File: src/rtl/pfr_pkg.sv
// Register map, modes, types and reset values for the fault and retrigger PWM block
package pfr_pkg;
	localparam int unsigned DATA_W = 8;
	localparam int unsigned ADDR_W = 4;
	localparam int unsigned CNT_W = 12;
	localparam int unsigned MTX_B_POS = 4;
	localparam logic [3:0] ADDR_CTRL = 4'h0;
	localparam logic [3:0] ADDR_IN_A = 4'h1;
	localparam logic [3:0] ADDR_IN_B = 4'h2;
	localparam logic [3:0] ADDR_DT_A = 4'h3;
	localparam logic [3:0] ADDR_OT_A = 4'h4;
	localparam logic [3:0] ADDR_DT_B = 4'h5;
	localparam logic [3:0] ADDR_OT_B = 4'h6;
	localparam logic [3:0] ADDR_MATRIX = 4'h7;
	localparam logic [3:0] ADDR_CAP_L = 4'h8;
	localparam logic [3:0] ADDR_CAP_H = 4'h9;
	localparam logic [3:0] ADDR_STATUS = 4'ha;
	localparam logic [6:0] CTRL_RST = 7'h00;
	localparam logic [4:0] IN_RST = 5'h00;
	localparam logic [7:0] TIME_RST = 8'h01;
	localparam logic [7:0] MATRIX_RST = 8'h00;
	localparam logic [3:0] MODE_NONE = 4'h0;
	localparam logic [3:0] MODE_STOP_WAIT = 4'h1;
	localparam logic [3:0] MODE_PULSE_WAIT = 4'h2;
	localparam logic [3:0] MODE_PULSE_HOLD = 4'h3;
	localparam logic [3:0] MODE_KILL = 4'h4;
	localparam logic [3:0] MODE_DEAD = 4'h5;
	localparam logic [3:0] MODE_JUMP_DEAD = 4'h6;
	localparam logic [3:0] MODE_HALT = 4'h7;
	localparam logic [3:0] MODE_EDGE = 4'h8;
	localparam logic [3:0] MODE_FIX_EDGE = 4'h9;
	localparam logic [3:0] MODE_FIX_OFF = 4'he;
	typedef enum logic [1:0] {RUN_ONE = 2'h0, RUN_TWO = 2'h1, RUN_FOUR = 2'h2, RUN_CENTER = 2'h3} pfr_run_t;
	typedef enum logic [2:0] {
		PH_HALT = 3'b111,
		PH_DTA = 3'b000,
		PH_OTA = 3'b001,
		PH_DTB = 3'b011,
		PH_OTB = 3'b010,
		PH_WAIT = 3'b110
	} pfr_phase_t;
	typedef struct packed {
		logic dup_select_three;
		logic dup_select_two;
		logic mtx_en;
		logic output_polarity;
		pfr_run_t run_mode;
		logic run_bit;
	} pfr_ctrl_t;
	typedef struct packed {
		logic input_active_level;
		logic [3:0] input_mode_select;
	} pfr_in_cfg_t;
	typedef struct packed {
		logic a;
		logic b;
		logic two;
		logic three;
	} pfr_outs_t;
endpackage : pfr_pkg

File: src/rtl/pfr_top.sv
// Fault and retrigger input handling, waveform sequencing and output matrix
//
// Design decisions made here: the address map and the plain strobed port.
`timescale 1ns/1ps
module pfr_top (
	// Clock and reset
	input wire logic ref_clk_i,
	input wire logic reset_i,
	// Register port
	input wire logic [pfr_pkg::ADDR_W-1:0] reg_addr_i,
	input wire logic [pfr_pkg::DATA_W-1:0] reg_wdata_i,
	input wire logic reg_we_i,
	input wire logic reg_re_i,
	output logic [pfr_pkg::DATA_W-1:0] reg_rdata_o,
	// Retrigger and fault inputs
	input wire logic fault_a_i,
	input wire logic fault_b_i,
	// Waveform outputs
	output logic wave_out_a_o,
	output logic wave_out_b_o,
	output logic ext_out_two_o,
	output logic ext_out_three_o
);
	pfr_pkg::pfr_ctrl_t ctrl_q;
	pfr_pkg::pfr_in_cfg_t in_cfg_q [2];
	logic [7:0] time_q [4];
	logic [7:0] matrix_q;
	logic [pfr_pkg::CNT_W-1:0] cap_q;
	logic [pfr_pkg::CNT_W-1:0] cnt_q;
	logic [pfr_pkg::CNT_W-1:0] ramp_q;
	pfr_pkg::pfr_phase_t ph_q;
	pfr_pkg::pfr_phase_t ph_d;
	pfr_pkg::pfr_phase_t nat;
	pfr_pkg::pfr_phase_t pend_at_q;
	pfr_pkg::pfr_phase_t pend_at_d;
	pfr_pkg::pfr_phase_t wait_next_q;
	pfr_pkg::pfr_phase_t wait_next_d;
	logic pend_q;
	logic pend_d;
	logic wait_src_q;
	logic wait_src_d;
	logic enter;
	logic halt_evt;
	logic ramp_start;
	logic done;
	logic one;
	logic running;
	logic force_all;
	logic mtx_on;
	logic [1:0] ridx;
	logic [7:0] cur_len;
	logic [1:0] fault_in;
	logic [1:0] act;
	logic [1:0] act_q;
	logic [1:0] edge_hit;
	logic [1:0] own_half;
	logic [1:0] own_on;
	logic [1:0] evt;
	logic [1:0] hold;
	logic [1:0] busy_q;
	logic [1:0] kill_q;
	logic [1:0] on_w;
	logic [3:0] mode_q [2];
	logic [pfr_pkg::DATA_W-1:0] rd_mux;
	pfr_pkg::pfr_outs_t outs_d;
	pfr_pkg::pfr_outs_t outs_q;

	assign fault_in = {fault_b_i, fault_a_i};
	assign mode_q[0] = in_cfg_q[0].input_mode_select;
	assign mode_q[1] = in_cfg_q[1].input_mode_select;
	assign one = ctrl_q.run_mode == pfr_pkg::RUN_ONE;
	assign running = ph_q == pfr_pkg::PH_DTA || ph_q == pfr_pkg::PH_OTA || ph_q == pfr_pkg::PH_DTB
		|| ph_q == pfr_pkg::PH_OTB;
	assign done = cnt_q >= {4'h0, cur_len};

	// Phase length and ramp index
	always_comb
	begin
		cur_len = time_q[0];
		ridx = 2'h0;
		case (ph_q)
			pfr_pkg::PH_OTA:
			begin
				cur_len = time_q[1];
				ridx = 2'h1;
			end
			pfr_pkg::PH_DTB:
			begin
				cur_len = time_q[2];
				ridx = 2'h2;
			end
			pfr_pkg::PH_OTB:
			begin
				cur_len = time_q[3];
				ridx = 2'h3;
			end
			default:
			begin
				cur_len = time_q[0];
				ridx = 2'h0;
			end
		endcase
	end

	// Input sense and event qualification
	always_comb
	begin
		force_all = 1'b0;
		for (int i = 0; i < 2; i++)
		begin
			act[i] = in_cfg_q[i].input_active_level ? fault_in[i] : ~fault_in[i];
			edge_hit[i] = act[i] & ~act_q[i];
			if (i == 0)
			begin
				own_half[i] = ph_q == pfr_pkg::PH_DTA || ph_q == pfr_pkg::PH_OTA;
				own_on[i] = ph_q == pfr_pkg::PH_OTA;
			end
			else
			begin
				own_half[i] = ph_q == pfr_pkg::PH_DTB || ph_q == pfr_pkg::PH_OTB;
				own_on[i] = ph_q == pfr_pkg::PH_OTB;
			end
			hold[i] = busy_q[i] & act[i] & (mode_q[i] == pfr_pkg::MODE_PULSE_HOLD);
			if (mode_q[i] == pfr_pkg::MODE_KILL && act[i])
				force_all = 1'b1;
			case (mode_q[i])
				pfr_pkg::MODE_STOP_WAIT, pfr_pkg::MODE_PULSE_WAIT, pfr_pkg::MODE_PULSE_HOLD:
					evt[i] = act[i] & ~busy_q[i] & (one ? running : own_half[i]);
				pfr_pkg::MODE_KILL, pfr_pkg::MODE_DEAD, pfr_pkg::MODE_JUMP_DEAD, pfr_pkg::MODE_HALT:
					evt[i] = act[i] & ~busy_q[i] & running;
				pfr_pkg::MODE_EDGE, pfr_pkg::MODE_FIX_EDGE, pfr_pkg::MODE_FIX_OFF:
					evt[i] = edge_hit[i] & own_on[i];
				default:
					evt[i] = 1'b0;
			endcase
		end
	end

	// Phase sequencer
	always_comb
	begin
		ph_d = ph_q;
		enter = 1'b0;
		halt_evt = 1'b0;
		pend_d = pend_q;
		pend_at_d = pend_at_q;
		wait_src_d = wait_src_q;
		wait_next_d = wait_next_q;
		case (ph_q)
			pfr_pkg::PH_DTA:
				if (hold[0])
					nat = pfr_pkg::PH_DTB;
				else
					nat = pfr_pkg::PH_OTA;
			pfr_pkg::PH_OTA:
				nat = pfr_pkg::PH_DTB;
			pfr_pkg::PH_DTB:
				if (hold[1])
					nat = pfr_pkg::PH_DTA;
				else
					nat = pfr_pkg::PH_OTB;
			default:
				nat = pfr_pkg::PH_DTA;
		endcase
		case (ph_q)
			pfr_pkg::PH_HALT:
				if (ctrl_q.run_bit)
				begin
					ph_d = pfr_pkg::PH_DTA;
					enter = 1'b1;
				end
			pfr_pkg::PH_WAIT:
				if (!act[wait_src_q])
				begin
					ph_d = wait_next_q;
					enter = 1'b1;
				end
			default:
				if (done)
				begin
					if (pend_q && ph_q == pend_at_q)
					begin
						ph_d = pfr_pkg::PH_WAIT;
						wait_next_d = nat;
						pend_d = 1'b0;
					end
					else
					begin
						ph_d = nat;
						enter = 1'b1;
					end
				end
		endcase
		for (int i = 1; i >= 0; i--)
		begin
			if (evt[i])
			begin
				case (mode_q[i])
					pfr_pkg::MODE_STOP_WAIT:
					begin
						ph_d = pfr_pkg::PH_WAIT;
						wait_src_d = (i == 1);
						pend_d = 1'b0;
						if (i == 0)
							wait_next_d = pfr_pkg::PH_DTB;
						else
							wait_next_d = pfr_pkg::PH_DTA;
					end
					pfr_pkg::MODE_PULSE_WAIT, pfr_pkg::MODE_PULSE_HOLD:
					begin
						enter = 1'b1;
						pend_d = mode_q[i] == pfr_pkg::MODE_PULSE_WAIT;
						wait_src_d = (i == 1);
						if (i == 0)
						begin
							ph_d = pfr_pkg::PH_DTB;
							pend_at_d = pfr_pkg::PH_OTB;
						end
						else
						begin
							ph_d = pfr_pkg::PH_DTA;
							pend_at_d = pfr_pkg::PH_OTA;
						end
					end
					pfr_pkg::MODE_DEAD:
						if (ph_q == pfr_pkg::PH_OTA || ph_q == pfr_pkg::PH_OTB)
						begin
							ph_d = nat;
							enter = 1'b1;
						end
					pfr_pkg::MODE_JUMP_DEAD:
					begin
						enter = 1'b1;
						pend_d = 1'b1;
						wait_src_d = (i == 1);
						if (own_half[0])
						begin
							ph_d = pfr_pkg::PH_DTB;
							pend_at_d = pfr_pkg::PH_DTB;
						end
						else
						begin
							ph_d = pfr_pkg::PH_DTA;
							pend_at_d = pfr_pkg::PH_DTA;
						end
					end
					pfr_pkg::MODE_HALT:
					begin
						ph_d = pfr_pkg::PH_HALT;
						halt_evt = 1'b1;
						pend_d = 1'b0;
					end
					pfr_pkg::MODE_EDGE:
					begin
						enter = 1'b1;
						if (one && i == 0)
							ph_d = pfr_pkg::PH_DTA;
						else
							ph_d = nat;
					end
					default:
						ph_d = ph_d;
				endcase
			end
		end
		if (!ctrl_q.run_bit || halt_evt)
		begin
			ph_d = pfr_pkg::PH_HALT;
			enter = 1'b0;
			pend_d = 1'b0;
		end
	end

	assign ramp_start = enter && (ctrl_q.run_mode == pfr_pkg::RUN_FOUR
		|| ph_d == pfr_pkg::PH_DTA || (!one && ph_d == pfr_pkg::PH_DTB));

	// Sequencer state
	always_ff @(posedge ref_clk_i)
	begin
		if (reset_i)
		begin
			ph_q <= pfr_pkg::PH_HALT;
			pend_q <= 1'b0;
			pend_at_q <= pfr_pkg::PH_DTA;
			wait_src_q <= 1'b0;
			wait_next_q <= pfr_pkg::PH_DTA;
			cnt_q <= '0;
			ramp_q <= '0;
		end
		else
		begin
			ph_q <= ph_d;
			pend_q <= pend_d;
			pend_at_q <= pend_at_d;
			wait_src_q <= wait_src_d;
			wait_next_q <= wait_next_d;
			cnt_q <= enter ? '0 : cnt_q + 12'h001;
			ramp_q <= ramp_start ? '0 : ramp_q + 12'h001;
		end
	end

	// Input history, level latch and fixed-frequency kill
	always_ff @(posedge ref_clk_i)
	begin
		if (reset_i)
		begin
			act_q <= 2'h3;
			busy_q <= 2'h0;
			kill_q <= 2'h0;
		end
		else
		begin
			act_q <= act;
			busy_q <= evt | (busy_q & act);
			for (int i = 0; i < 2; i++)
				kill_q[i] <= (kill_q[i] & ~ramp_start) | (evt[i] & (mode_q[i] == pfr_pkg::MODE_FIX_EDGE));
		end
	end

	// Capture of the ramp counter
	always_ff @(posedge ref_clk_i)
	begin
		if (reset_i)
			cap_q <= '0;
		else if (|evt)
			cap_q <= ramp_q;
	end

	// Output shaping
	always_comb
	begin
		mtx_on = ctrl_q.mtx_en && ctrl_q.run_mode == pfr_pkg::RUN_FOUR;
		on_w[0] = own_on[0] & ~kill_q[0] & ~force_all & ~(mode_q[0] == pfr_pkg::MODE_FIX_OFF & act[0]);
		on_w[1] = own_on[1] & ~kill_q[1] & ~force_all & ~(mode_q[1] == pfr_pkg::MODE_FIX_OFF & act[1]);
		if (mtx_on)
		begin
			outs_d.a = running & matrix_q[ridx];
			outs_d.b = running & matrix_q[pfr_pkg::MTX_B_POS + ridx];
		end
		else
		begin
			outs_d.a = on_w[0] ^ ctrl_q.output_polarity;
			outs_d.b = on_w[1] ^ ctrl_q.output_polarity;
		end
		outs_d.two = ctrl_q.dup_select_two ? outs_d.b : outs_d.a;
		outs_d.three = ctrl_q.dup_select_three ? outs_d.a : outs_d.b;
	end

	always_ff @(posedge ref_clk_i)
	begin
		if (reset_i)
			outs_q <= '0;
		else
			outs_q <= outs_d;
	end

	assign wave_out_a_o = outs_q.a;
	assign wave_out_b_o = outs_q.b;
	assign ext_out_two_o = outs_q.two;
	assign ext_out_three_o = outs_q.three;

	// Control register; a halting fault clears run after any write
	always_ff @(posedge ref_clk_i)
	begin
		if (reset_i)
			ctrl_q <= pfr_pkg::pfr_ctrl_t'(pfr_pkg::CTRL_RST);
		else
		begin
			if (reg_we_i && reg_addr_i == pfr_pkg::ADDR_CTRL)
				ctrl_q <= pfr_pkg::pfr_ctrl_t'(reg_wdata_i[6:0]);
			if (halt_evt)
				ctrl_q.run_bit <= 1'b0;
		end
	end

	// Configuration registers
	always_ff @(posedge ref_clk_i)
	begin
		if (reset_i)
		begin
			in_cfg_q[0] <= pfr_pkg::pfr_in_cfg_t'(pfr_pkg::IN_RST);
			in_cfg_q[1] <= pfr_pkg::pfr_in_cfg_t'(pfr_pkg::IN_RST);
			for (int i = 0; i < 4; i++)
				time_q[i] <= pfr_pkg::TIME_RST;
			matrix_q <= pfr_pkg::MATRIX_RST;
		end
		else if (reg_we_i)
		begin
			case (reg_addr_i)
				pfr_pkg::ADDR_IN_A:
					in_cfg_q[0] <= pfr_pkg::pfr_in_cfg_t'(reg_wdata_i[4:0]);
				pfr_pkg::ADDR_IN_B:
					in_cfg_q[1] <= pfr_pkg::pfr_in_cfg_t'(reg_wdata_i[4:0]);
				pfr_pkg::ADDR_DT_A:
					time_q[0] <= reg_wdata_i;
				pfr_pkg::ADDR_OT_A:
					time_q[1] <= reg_wdata_i;
				pfr_pkg::ADDR_DT_B:
					time_q[2] <= reg_wdata_i;
				pfr_pkg::ADDR_OT_B:
					time_q[3] <= reg_wdata_i;
				pfr_pkg::ADDR_MATRIX:
					matrix_q <= reg_wdata_i;
				default:
					matrix_q <= matrix_q;
			endcase
		end
	end

	// Read path, data valid only in the cycle after the strobe
	always_comb
	begin
		case (reg_addr_i)
			pfr_pkg::ADDR_CTRL:
				rd_mux = {1'b0, ctrl_q};
			pfr_pkg::ADDR_IN_A:
				rd_mux = {3'h0, in_cfg_q[0]};
			pfr_pkg::ADDR_IN_B:
				rd_mux = {3'h0, in_cfg_q[1]};
			pfr_pkg::ADDR_DT_A:
				rd_mux = time_q[0];
			pfr_pkg::ADDR_OT_A:
				rd_mux = time_q[1];
			pfr_pkg::ADDR_DT_B:
				rd_mux = time_q[2];
			pfr_pkg::ADDR_OT_B:
				rd_mux = time_q[3];
			pfr_pkg::ADDR_MATRIX:
				rd_mux = matrix_q;
			pfr_pkg::ADDR_CAP_L:
				rd_mux = cap_q[7:0];
			pfr_pkg::ADDR_CAP_H:
				rd_mux = {4'h0, cap_q[11:8]};
			pfr_pkg::ADDR_STATUS:
				rd_mux = {kill_q, busy_q, 1'b0, ph_q};
			default:
				rd_mux = 8'h00;
		endcase
	end

	always_ff @(posedge ref_clk_i)
	begin
		if (reset_i)
			reg_rdata_o <= 8'h00;
		else
			reg_rdata_o <= reg_re_i ? rd_mux : 8'h00;
	end
endmodule : pfr_top

File: config.mk
export PLATFORM = sky130hd
export DESIGN_NAME = pfr_top
export DESIGN_NICKNAME = d
export VERILOG_FILES = /design/src/rtl/pfr_pkg.sv /design/src/rtl/pfr_top.sv
export SDC_FILE = /design/constraint.sdc
export NUM_CORES = 1
export LEC_CHECK = 0
export BUFFER_PORTS_ARGS = -buffer_cell sky130_fd_sc_hd__clkbuf_2
export CELL_PAD_IN_SITES_DETAIL_PLACEMENT = 0
export CELL_PAD_IN_SITES_GLOBAL_PLACEMENT = 1
export CORE_ASPECT_RATIO = 1.1
export CORE_MARGIN = 2
export CORE_UTILIZATION = 39
export CTS_CLUSTER_SIZE = 40
export DETAILED_ROUTE_END_ITERATION = 16
export PLACE_DENSITY = 0.74
export SLEW_MARGIN = 20
export SYNTH_ARGS = -nofsm -noshare
export SYNTH_HDL_FRONTEND = slang
export SYNTH_SLANG_ARGS = --single-unit
File: constraint.sdc
create_clock -name ref_clk_i -period 4.35 [get_ports ref_clk_i]
set_input_delay 0.2175 -clock ref_clk_i [delete_from_list [all_inputs] [get_ports ref_clk_i]]
set_output_delay 0.2175 -clock ref_clk_i [all_outputs]
set_load 0.05 [all_outputs]
==> metrics.txt, run 1 <==
# TYPE chip_impl_metric gauge
chip_impl_metric{name="cts.sinks",unit=""} 122
chip_impl_metric{name="worst_slew_margin",unit=""} 0.359
chip_impl_metric{name="worst-slew-pin-transition",unit="ps"} 953
chip_impl_metric{name="number_of_storage_elements_in_the_synthesis_netlist",unit=""} 122
chip_impl_metric{name="drt-wirelength-per-cell",unit="um"} 21.0
chip_impl_metric{name="drv.max_cap_violation_count",unit=""} 0
chip_impl_info{name="status",value="finished clean"} 1
chip_impl_metric{name="netSwitchingFraction",unit=""} 0.252
chip_impl_metric{name="grtUsageMet1",unit=""} 0.307
chip_impl_metric{name="pwr-share-comb",unit=""} 0.083
chip_impl_metric{name="switching_power",unit="W"} 0.000789
chip_impl_metric{name="post-route-period-util",unit=""} 0.917
chip_impl_metric{name="final_period_minus_worst_setup_slack",unit="ps"} 3990
chip_impl_metric{name="grt_usage",unit=""} 0.234
chip_impl_metric{name="placement.io_buffers",unit=""} 29
chip_impl_metric{name="nNetsFinal",unit=""} 810
chip_impl_metric{name="p_leak",unit="nW"} 3.00
chip_impl_metric{name="die_y",unit="um"} 145
chip_impl_metric{name="hold_viol_final",unit=""} 0
chip_impl_info{name="most_used_dff_post_synth",value="dfxtp_1"} 1
chip_impl_metric{name="grt_start_max_net_pins",unit=""} 45
chip_impl_metric{name="tns_setup",unit="ps"} 0
chip_impl_metric{name="fmax",unit="GHz"} 0.251
chip_impl_metric{name="post-route-worst-setup-slack",unit="ps"} 362
chip_impl_metric{name="synth_area_per_cell",unit="sq um"} 9.14
chip_impl_metric{name="share_of_async_settable_or_async_resettable_flops_after_synthesis",unit=""} 0
chip_impl_info{name="timing.setup.critical_path_class",value="register to register"} 1
chip_impl_metric{name="power_density",unit="nW/um^2"} 395
chip_impl_metric{name="vias_per_cell",unit=""} 5.87
chip_impl_metric{name="cts_repair_resize_count",unit=""} 0
chip_impl_metric{name="via_count_of_the_first_global_routing_pass",unit=""} 5973
chip_impl_metric{name="path_max_fanout",unit=""} 15
chip_impl_metric{name="floorplan.initialDensity",unit=""} 0.397
chip_impl_metric{name="gr-usage-met3",unit=""} 0.0575
chip_impl_info{name="post_synth_main_area_contributors",value="dfxtp_1, edfxtp_1, mux2i_1"} 1
chip_impl_metric{name="buffers_inserted_during_post_cts_setup_optimization",unit=""} 0
chip_impl_metric{name="synth-warning-count",unit=""} 0
chip_impl_info{name="most-common-layout-cells",value="nor2_1, dfxtp_1, nand2_1"} 1
chip_impl_info{name="worstSetupStartpointType",value="register"} 1
chip_impl_metric{name="fp.dieArea",unit="sq um"} 19100
chip_impl_metric{name="detailroute.via_count",unit=""} 6059
chip_impl_metric{name="synthCells",unit=""} 769
chip_impl_metric{name="ctsHoldBuffers",unit=""} 0
chip_impl_metric{name="synth_sequential_area_ratio",unit=""} 0.407
chip_impl_metric{name="maxSlewViolCount",unit=""} 0
chip_impl_metric{name="place.detailed.hpwl",unit="um"} 15800
chip_impl_metric{name="cts_buffer_depth",unit=""} 2
chip_impl_info{name="layout.cells.most_common",value="nor2_1"} 1
chip_impl_metric{name="share_clk_of_total_power",unit=""} 0.502
chip_impl_info{name="cts_tree",value="yes"} 1
chip_impl_info{name="worstSetupEndpointType",value="register"} 1
chip_impl_metric{name="detail_route.drc_violations",unit=""} 0
chip_impl_metric{name="core_area",unit="sq um"} 17700
chip_impl_metric{name="num_rows",unit=""} 51
chip_impl_metric{name="worst_case_vdd_ir_drop",unit="mV"} 0.303
chip_impl_metric{name="power.share.sequential",unit=""} 0.414
chip_impl_metric{name="gr-total-overflow",unit=""} 0
chip_impl_metric{name="cp_data_required_time",unit="ps"} 4660
chip_impl_metric{name="totalPowerFinal",unit="W"} 0.00313
chip_impl_metric{name="syn_nets",unit=""} 797
chip_impl_metric{name="worst_clock_skew",unit="ps"} 11.6
chip_impl_metric{name="pre_cts_slack",unit="ps"} 491
chip_impl_info{name="min_path_type",value="input pin to register"} 1
chip_impl_metric{name="netlist-cell-type-count",unit=""} 82
chip_impl_metric{name="clock_latency_on_the_worst_skew_pair",unit="ps"} 430
chip_impl_metric{name="timing.critical_path.arrival",unit="ps"} 4300
chip_impl_metric{name="finalWeightedCongestion",unit=""} 0.954
chip_impl_metric{name="grt_pass1_wl",unit="um"} 34100
chip_impl_info{name="grt_setup_unrepaired",value="no"} 1
chip_impl_metric{name="wirelength",unit="um"} 21700
chip_impl_metric{name="drtPass1Iterations",unit=""} 6
chip_impl_metric{name="dr.first_iter.drc_count",unit=""} 720
chip_impl_metric{name="final_layout_size_suffix_gt1_frac",unit=""} 0.152
chip_impl_metric{name="grtUsageMet2",unit=""} 0.367
chip_impl_info{name="cts_root_buf",value="clkbuf_16"} 1
chip_impl_info{name="gr-max-usage-layer",value="met2"} 1
chip_impl_metric{name="cts_buffers",unit=""} 17
chip_impl_metric{name="syn_to_layout_area_delta",unit="%"} 12.8
chip_impl_info{name="synthDominantAreaCellType",value="dfxtp_1"} 1
chip_impl_metric{name="detail-route-antenna-nets",unit=""} 0
chip_impl_metric{name="io_pins",unit=""} 30
chip_impl_metric{name="synth-edff-count",unit=""} 42
chip_impl_metric{name="cts.reportedPaths.clkPinSlew",unit="ps"} 60
chip_impl_metric{name="die_width",unit="um"} 132
chip_impl_metric{name="combined_area_of_all_synthesized_cells",unit="sq um"} 7030
chip_impl_metric{name="synth_top_area_share",unit=""} 0.228
chip_impl_metric{name="final-setup-viol-count",unit=""} 0
chip_impl_metric{name="grt_antenna_before_repair",unit=""} 0
chip_impl_metric{name="htree_levels",unit=""} 4
chip_impl_metric{name="number_of_diodes",unit=""} 0
chip_impl_metric{name="cell_internal_pwr",unit="W"} 0.00234
## registers in the layout, indices dropped and copies added, names as in the netlist, 2 cells and up
signal / flops
act_q: 2
busy_q: 2
cap_q: 12
cnt_q: 12
ctrl_q: 7
in_cfg_q: 10
kill_q: 2
matrix_q: 8
pend_at_q: 3
ph_q: 3
ramp_q: 12
reg_rdata_o: 8
time_q: 32
wait_next_q: 3
## cell type report
type | instances | area (sq um)
Clock inverter | 14 | 219
Sequential cell | 122 | 2860
Tap cell | 238 | 298
Clock buffer | 18 | 429
Fill cell | 1729 | 9750
Inverter | 18 | 67.6
Timing Repair Buffer | 40 | 228
Multi-Input combinational cell | 583 | 3820
## power by group through the flow
| stage | sequential (W) | clock [W] | combinational [W] |
|---|---|---|---|
| finish | 0.00130 | 0.00157 | 0.000261 |
| global route | 0.00130 | 0.00165 | 0.000286 |
| global placement | 0.00132 | 0 | 0.000254 |
| detailed placement | 0.00132 | 0 | 0.000258 |
| floorplan | 0.00129 | 0 | 0.000198 |
| CTS | 0.00129 | 0.00159 | 0.000259 |
## per-stage QoR
stage | instances | area, sq um | utilization | hold WS (ps)
2_1_floorplan | 769 | 7030 | - | 361
3_3_place_gp | 1001 | 7270 | 0.411 | 448
3_5_place_dp | 1001 | 7270 | 0.411 | 452
4_1_cts | 1033 | 7920 | 0.448 | 111
5_1_grt | 1033 | 7920 | 0.448 | 154
6_report | 1033 | 7920 | 0.448 | 130
## worst max-delay path, stage by stage (launching register included)
cell	delay, ps
dfxtp_1	830
inv_2	120
a21oi_1	560
o22ai_1	190
ha_1	320
and3_1	190
o21ai_0	200
a31oi_1	160
nor2_1	200
o22ai_1	130
a311o_1	290
mux2i_1	140
o21ai_2	160
buf_4	270
o22ai_1	110
## synthesized netlist by cell type (15+ instances only)
| library cell | count |
|---|---|
| clkbuf_1 | 27 |
| o21ai_0 | 27 |
| nor2b_1 | 15 |
| nor2_1 | 89 |
| a21oi_1 | 41 |
| dfxtp_1 | 80 |
| nand3_1 | 30 |
| nand2_1 | 58 |
| and2_1 | 37 |
| xor2_1 | 21 |
| edfxtp_1 | 42 |
| mux2i_1 | 44 |
| nand2b_1 | 15 |
| inv_1 | 16 |
## metal layers
layer | wire length (um) | up-vias | share of wire
li1 | - | 2817 | -
met1 | 9660 | 2889 | 0.44
met2 | 9870 | 304 | 0.45
met3 | 1520 | 49 | 0.070
met4 | 678 | 0 | 0.031
met5 | 0 | - | 0
## final timing paths
check / startpoint / to / slack [ps] / cells past startpoint
worst max register to register: ph_q[1] / kill_q[0] / 360 / 14
worst max-delay path: ph_q[1] / kill_q[0] / 360 / 14
worst min register to register: cap_q[5] / cap_q[5] / 460 / 2
worst min-delay path: fault_b_i / act_q[1] / 130 / 3
## logic make-up (layout without fill, tap and decap cells)
kind of cell | Yosys count | after routing | share of synthesized area
multiplexers | 57 | 57 | 0.0883
buffers and inverters | 64 | 90 | 0.0492
XOR/XNOR | 30 | 30 | 0.0374
flip-flops | 122 | 122 | 0.407
AND/OR/NAND/NOR | 323 | 323 | 0.238
AO/OA/AOI/OAI | 163 | 163 | 0.162
adder cells (fa/ha/maj) | 10 | 10 | 0.0178
Power figures use the tool's default switching activity.
==> run 2: changes to the inputs <==
--- a/config.mk
+++ b/config.mk
@@ -6,14 +6,15 @@
 export NUM_CORES = 1
 export LEC_CHECK = 0
 export BUFFER_PORTS_ARGS = -buffer_cell sky130_fd_sc_hd__clkbuf_2
+export CAP_MARGIN = 30
 export CELL_PAD_IN_SITES_DETAIL_PLACEMENT = 0
 export CELL_PAD_IN_SITES_GLOBAL_PLACEMENT = 1
-export CORE_ASPECT_RATIO = 1.1
+export CORE_ASPECT_RATIO = 1.75
 export CORE_MARGIN = 2
 export CORE_UTILIZATION = 39
 export CTS_CLUSTER_SIZE = 40
 export DETAILED_ROUTE_END_ITERATION = 16
-export PLACE_DENSITY = 0.74
+export PLACE_DENSITY_LB_ADDON = 0.1
 export SLEW_MARGIN = 20
 export SYNTH_ARGS = -nofsm -noshare
 export SYNTH_HDL_FRONTEND = slang
==> metrics.txt, run 2 (same netlist as run 1, synthesis figures left out) <==
# TYPE chip_impl_metric gauge
chip_impl_metric{name="cts_buffer_depth",unit=""} 2
chip_impl_metric{name="finalWeightedCongestion",unit=""} 0.939
chip_impl_metric{name="cts_repair_resize_count",unit=""} 0
chip_impl_metric{name="multiInputGateArea",unit="sq um"} 3820
chip_impl_metric{name="power.share.sequential",unit=""} 0.425
chip_impl_metric{name="worst_slew_margin",unit=""} 0.422
chip_impl_metric{name="cts.reportedPaths.clkPinSlew",unit="ps"} 70
chip_impl_info{name="slowest_stage",value="a21oi_1"} 1
chip_impl_metric{name="p_leak",unit="nW"} 3.01
chip_impl_metric{name="grtUsageMet2",unit=""} 0.469
chip_impl_metric{name="pwr-share-comb",unit=""} 0.091
chip_impl_metric{name="number_of_diodes",unit=""} 0
chip_impl_metric{name="design_area",unit="sq um"} 7920
chip_impl_info{name="min_path_type",value="input pin to register"} 1
chip_impl_metric{name="drtPass1Iterations",unit=""} 5
chip_impl_metric{name="ctsHoldBuffers",unit=""} 0
chip_impl_metric{name="path_max_fanout",unit=""} 14
chip_impl_info{name="cts_tree",value="yes"} 1
chip_impl_metric{name="cp.buffers_inverters",unit=""} 2
chip_impl_metric{name="cell_internal_pwr",unit="W"} 0.00228
chip_impl_metric{name="core_area",unit="sq um"} 17800
chip_impl_metric{name="die_width",unit="um"} 105
chip_impl_metric{name="io_pins",unit=""} 30
chip_impl_info{name="worstSetupEndpointType",value="register"} 1
chip_impl_metric{name="fp.dieArea",unit="sq um"} 19100
chip_impl_metric{name="dr.first_iter.drc_count",unit=""} 395
chip_impl_metric{name="maxSlewViolCount",unit=""} 0
chip_impl_metric{name="via_count_of_the_first_global_routing_pass",unit=""} 6208
chip_impl_metric{name="slowest_delay",unit="ps"} 560
chip_impl_metric{name="worst_case_vdd_ir_drop",unit="mV"} 0.333
chip_impl_info{name="timing.setup.critical_path_class",value="register to register"} 1
chip_impl_info{name="layout.cells.most_common",value="nor2_1"} 1
chip_impl_metric{name="detailroute.via_count",unit=""} 6004
chip_impl_metric{name="finalHoldWorstSlack",unit="ps"} 111
chip_impl_metric{name="buffers_inserted_during_post_cts_setup_optimization",unit=""} 0
chip_impl_info{name="status",value="finished clean"} 1
chip_impl_metric{name="final_period_minus_worst_setup_slack",unit="ps"} 3780
chip_impl_metric{name="grt_usage",unit=""} 0.261
chip_impl_metric{name="worst-slew-pin-transition",unit="ps"} 865
chip_impl_metric{name="hold_viol_final",unit=""} 0
chip_impl_metric{name="floorplan.initialDensity",unit=""} 0.394
chip_impl_metric{name="grt_antenna_before_repair",unit=""} 0
chip_impl_metric{name="drt-wirelength-per-cell",unit="um"} 23.3
chip_impl_metric{name="largest_register_ffs",unit=""} 32
chip_impl_info{name="critPathMostFrequentCell",value="o22ai_1"} 1
chip_impl_metric{name="grt_pass1_wl",unit="um"} 36900
chip_impl_metric{name="fmax",unit="GHz"} 0.265
chip_impl_metric{name="grt_start_max_net_pins",unit=""} 45
chip_impl_metric{name="cts.sinks",unit=""} 122
chip_impl_metric{name="syn_to_layout_area_delta",unit="%"} 12.8
chip_impl_metric{name="detail-route-antenna-nets",unit=""} 0
chip_impl_info{name="grt_setup_unrepaired",value="no"} 1
chip_impl_info{name="worstSetupStartpointType",value="register"} 1
chip_impl_metric{name="cts_buffers",unit=""} 17
chip_impl_metric{name="post-route-worst-setup-slack",unit="ps"} 571
chip_impl_metric{name="final.fill_count",unit=""} 1785
chip_impl_metric{name="post-route-period-util",unit=""} 0.869
chip_impl_metric{name="clock_latency_on_the_worst_skew_pair",unit="ps"} 430
chip_impl_metric{name="power_density",unit="nW/um^2"} 384
chip_impl_metric{name="switching_power",unit="W"} 0.000769
chip_impl_metric{name="htree_levels",unit=""} 4
chip_impl_metric{name="placement.io_buffers",unit=""} 29
chip_impl_info{name="most-common-layout-cells",value="nor2_1, dfxtp_1, nand2_1"} 1
chip_impl_metric{name="pre_cts_slack",unit="ps"} 621
chip_impl_metric{name="tns_setup",unit="ps"} 0
chip_impl_metric{name="num_rows",unit=""} 65
chip_impl_metric{name="nNetsFinal",unit=""} 816
chip_impl_metric{name="drv.max_cap_violation_count",unit=""} 0
chip_impl_info{name="crit_family",value="compound AO/OA/AOI/OAI gates"} 1
chip_impl_metric{name="die_y",unit="um"} 182
chip_impl_metric{name="detail_route.drc_violations",unit=""} 0
chip_impl_metric{name="vias_per_cell",unit=""} 5.80
chip_impl_metric{name="worst_clock_skew",unit="ps"} 14.4
chip_impl_metric{name="cp_data_required_time",unit="ps"} 4660
chip_impl_info{name="gr-max-usage-layer",value="met2"} 1
chip_impl_metric{name="netSwitchingFraction",unit=""} 0.253
chip_impl_info{name="cts_root_buf",value="clkbuf_16"} 1
chip_impl_metric{name="final_layout_size_suffix_gt1_frac",unit=""} 0.155
chip_impl_metric{name="place.detailed.hpwl",unit="um"} 18500
chip_impl_metric{name="wirelength",unit="um"} 24100
chip_impl_metric{name="layout.area.seq",unit="sq um"} 2860
chip_impl_info{name="top_register",value="time_q"} 1
chip_impl_metric{name="gr-total-overflow",unit=""} 0
chip_impl_metric{name="placedInstanceArea",unit="sq um"} 7310
chip_impl_info{name="critical_path.cell_chain",value="inv_1 > a21oi_1 > o22ai_1 > ha_1 > and3_1 > o21ai_0 > a31oi_1 > nor2_1 > o22ai_1 > a311o_1 > mux2i_1 > o21ai_2 > buf_4 > o22ai_1"} 1
chip_impl_metric{name="share_clk_of_total_power",unit=""} 0.485
chip_impl_metric{name="timing.critical_path.arrival",unit="ps"} 4090
chip_impl_metric{name="grtUsageMet1",unit=""} 0.280
chip_impl_metric{name="gr-usage-met3",unit=""} 0.0348
chip_impl_metric{name="final-setup-viol-count",unit=""} 0
## run 2: power by group through the flow
stage,Combinational (W),Clock [W],Sequential (W)
after detailed placement,0.000275,0,0.00132
after CTS,0.000277,0.00151,0.00129
after global placement,0.000273,0,0.00132
final,0.000276,0.00148,0.00129
after global routing,0.000303,0.00154,0.00130
after floorplan,0.000198,0,0.00129
## run 2: per-layer routing
layer / wire [um] / up-vias
li1: - / 2825
met1: 9000 / 2889
met2: 12700 / 217
met3: 853 / 73
met4: 1620 / 0
met5: 0 / -
## run 2: per-stage QoR
| step | power, W | cells | utilization |
|---|---|---|---|
| finish | 0.00304 | 1035 | 0.445 |
| global route | 0.00314 | 1035 | 0.445 |
| CTS | 0.00308 | 1034 | 0.444 |
| detailed placement | 0.00159 | 1002 | 0.410 |
| global placement | 0.00159 | 1002 | 0.410 |
| floorplan | 0.00149 | 769 | - |
## run 2: layout make-up
type | instances | area share
multi-input combinational | 583 | 0.482
sequential | 122 | 0.361
clock buffer | 18 | 0.0542
tap | 234 | 0.0370
timing repair buffer | 46 | 0.0344
clock inverter | 14 | 0.0226
inverter | 18 | 0.00853
## run 2: worst paths after layout
kind / end / depth (start not counted) / from / slack [ps]
min: act_q[1] / 3 / fault_b_i / 110
max: kill_q[0] / 14 / ph_q[0] / 570
max reg2reg: kill_q[0] / 14 / ph_q[0] / 570
min reg2reg: cap_q[4] / 2 / cap_q[4] / 450
## run 2: tightest hold or removal path: cells and delay by family
kind | cells | cell delay [ps]
xor gates and xnor gates | 1 | 110
and+or+nand+nor | 1 | 70
buffers and inverters | 1 | 110
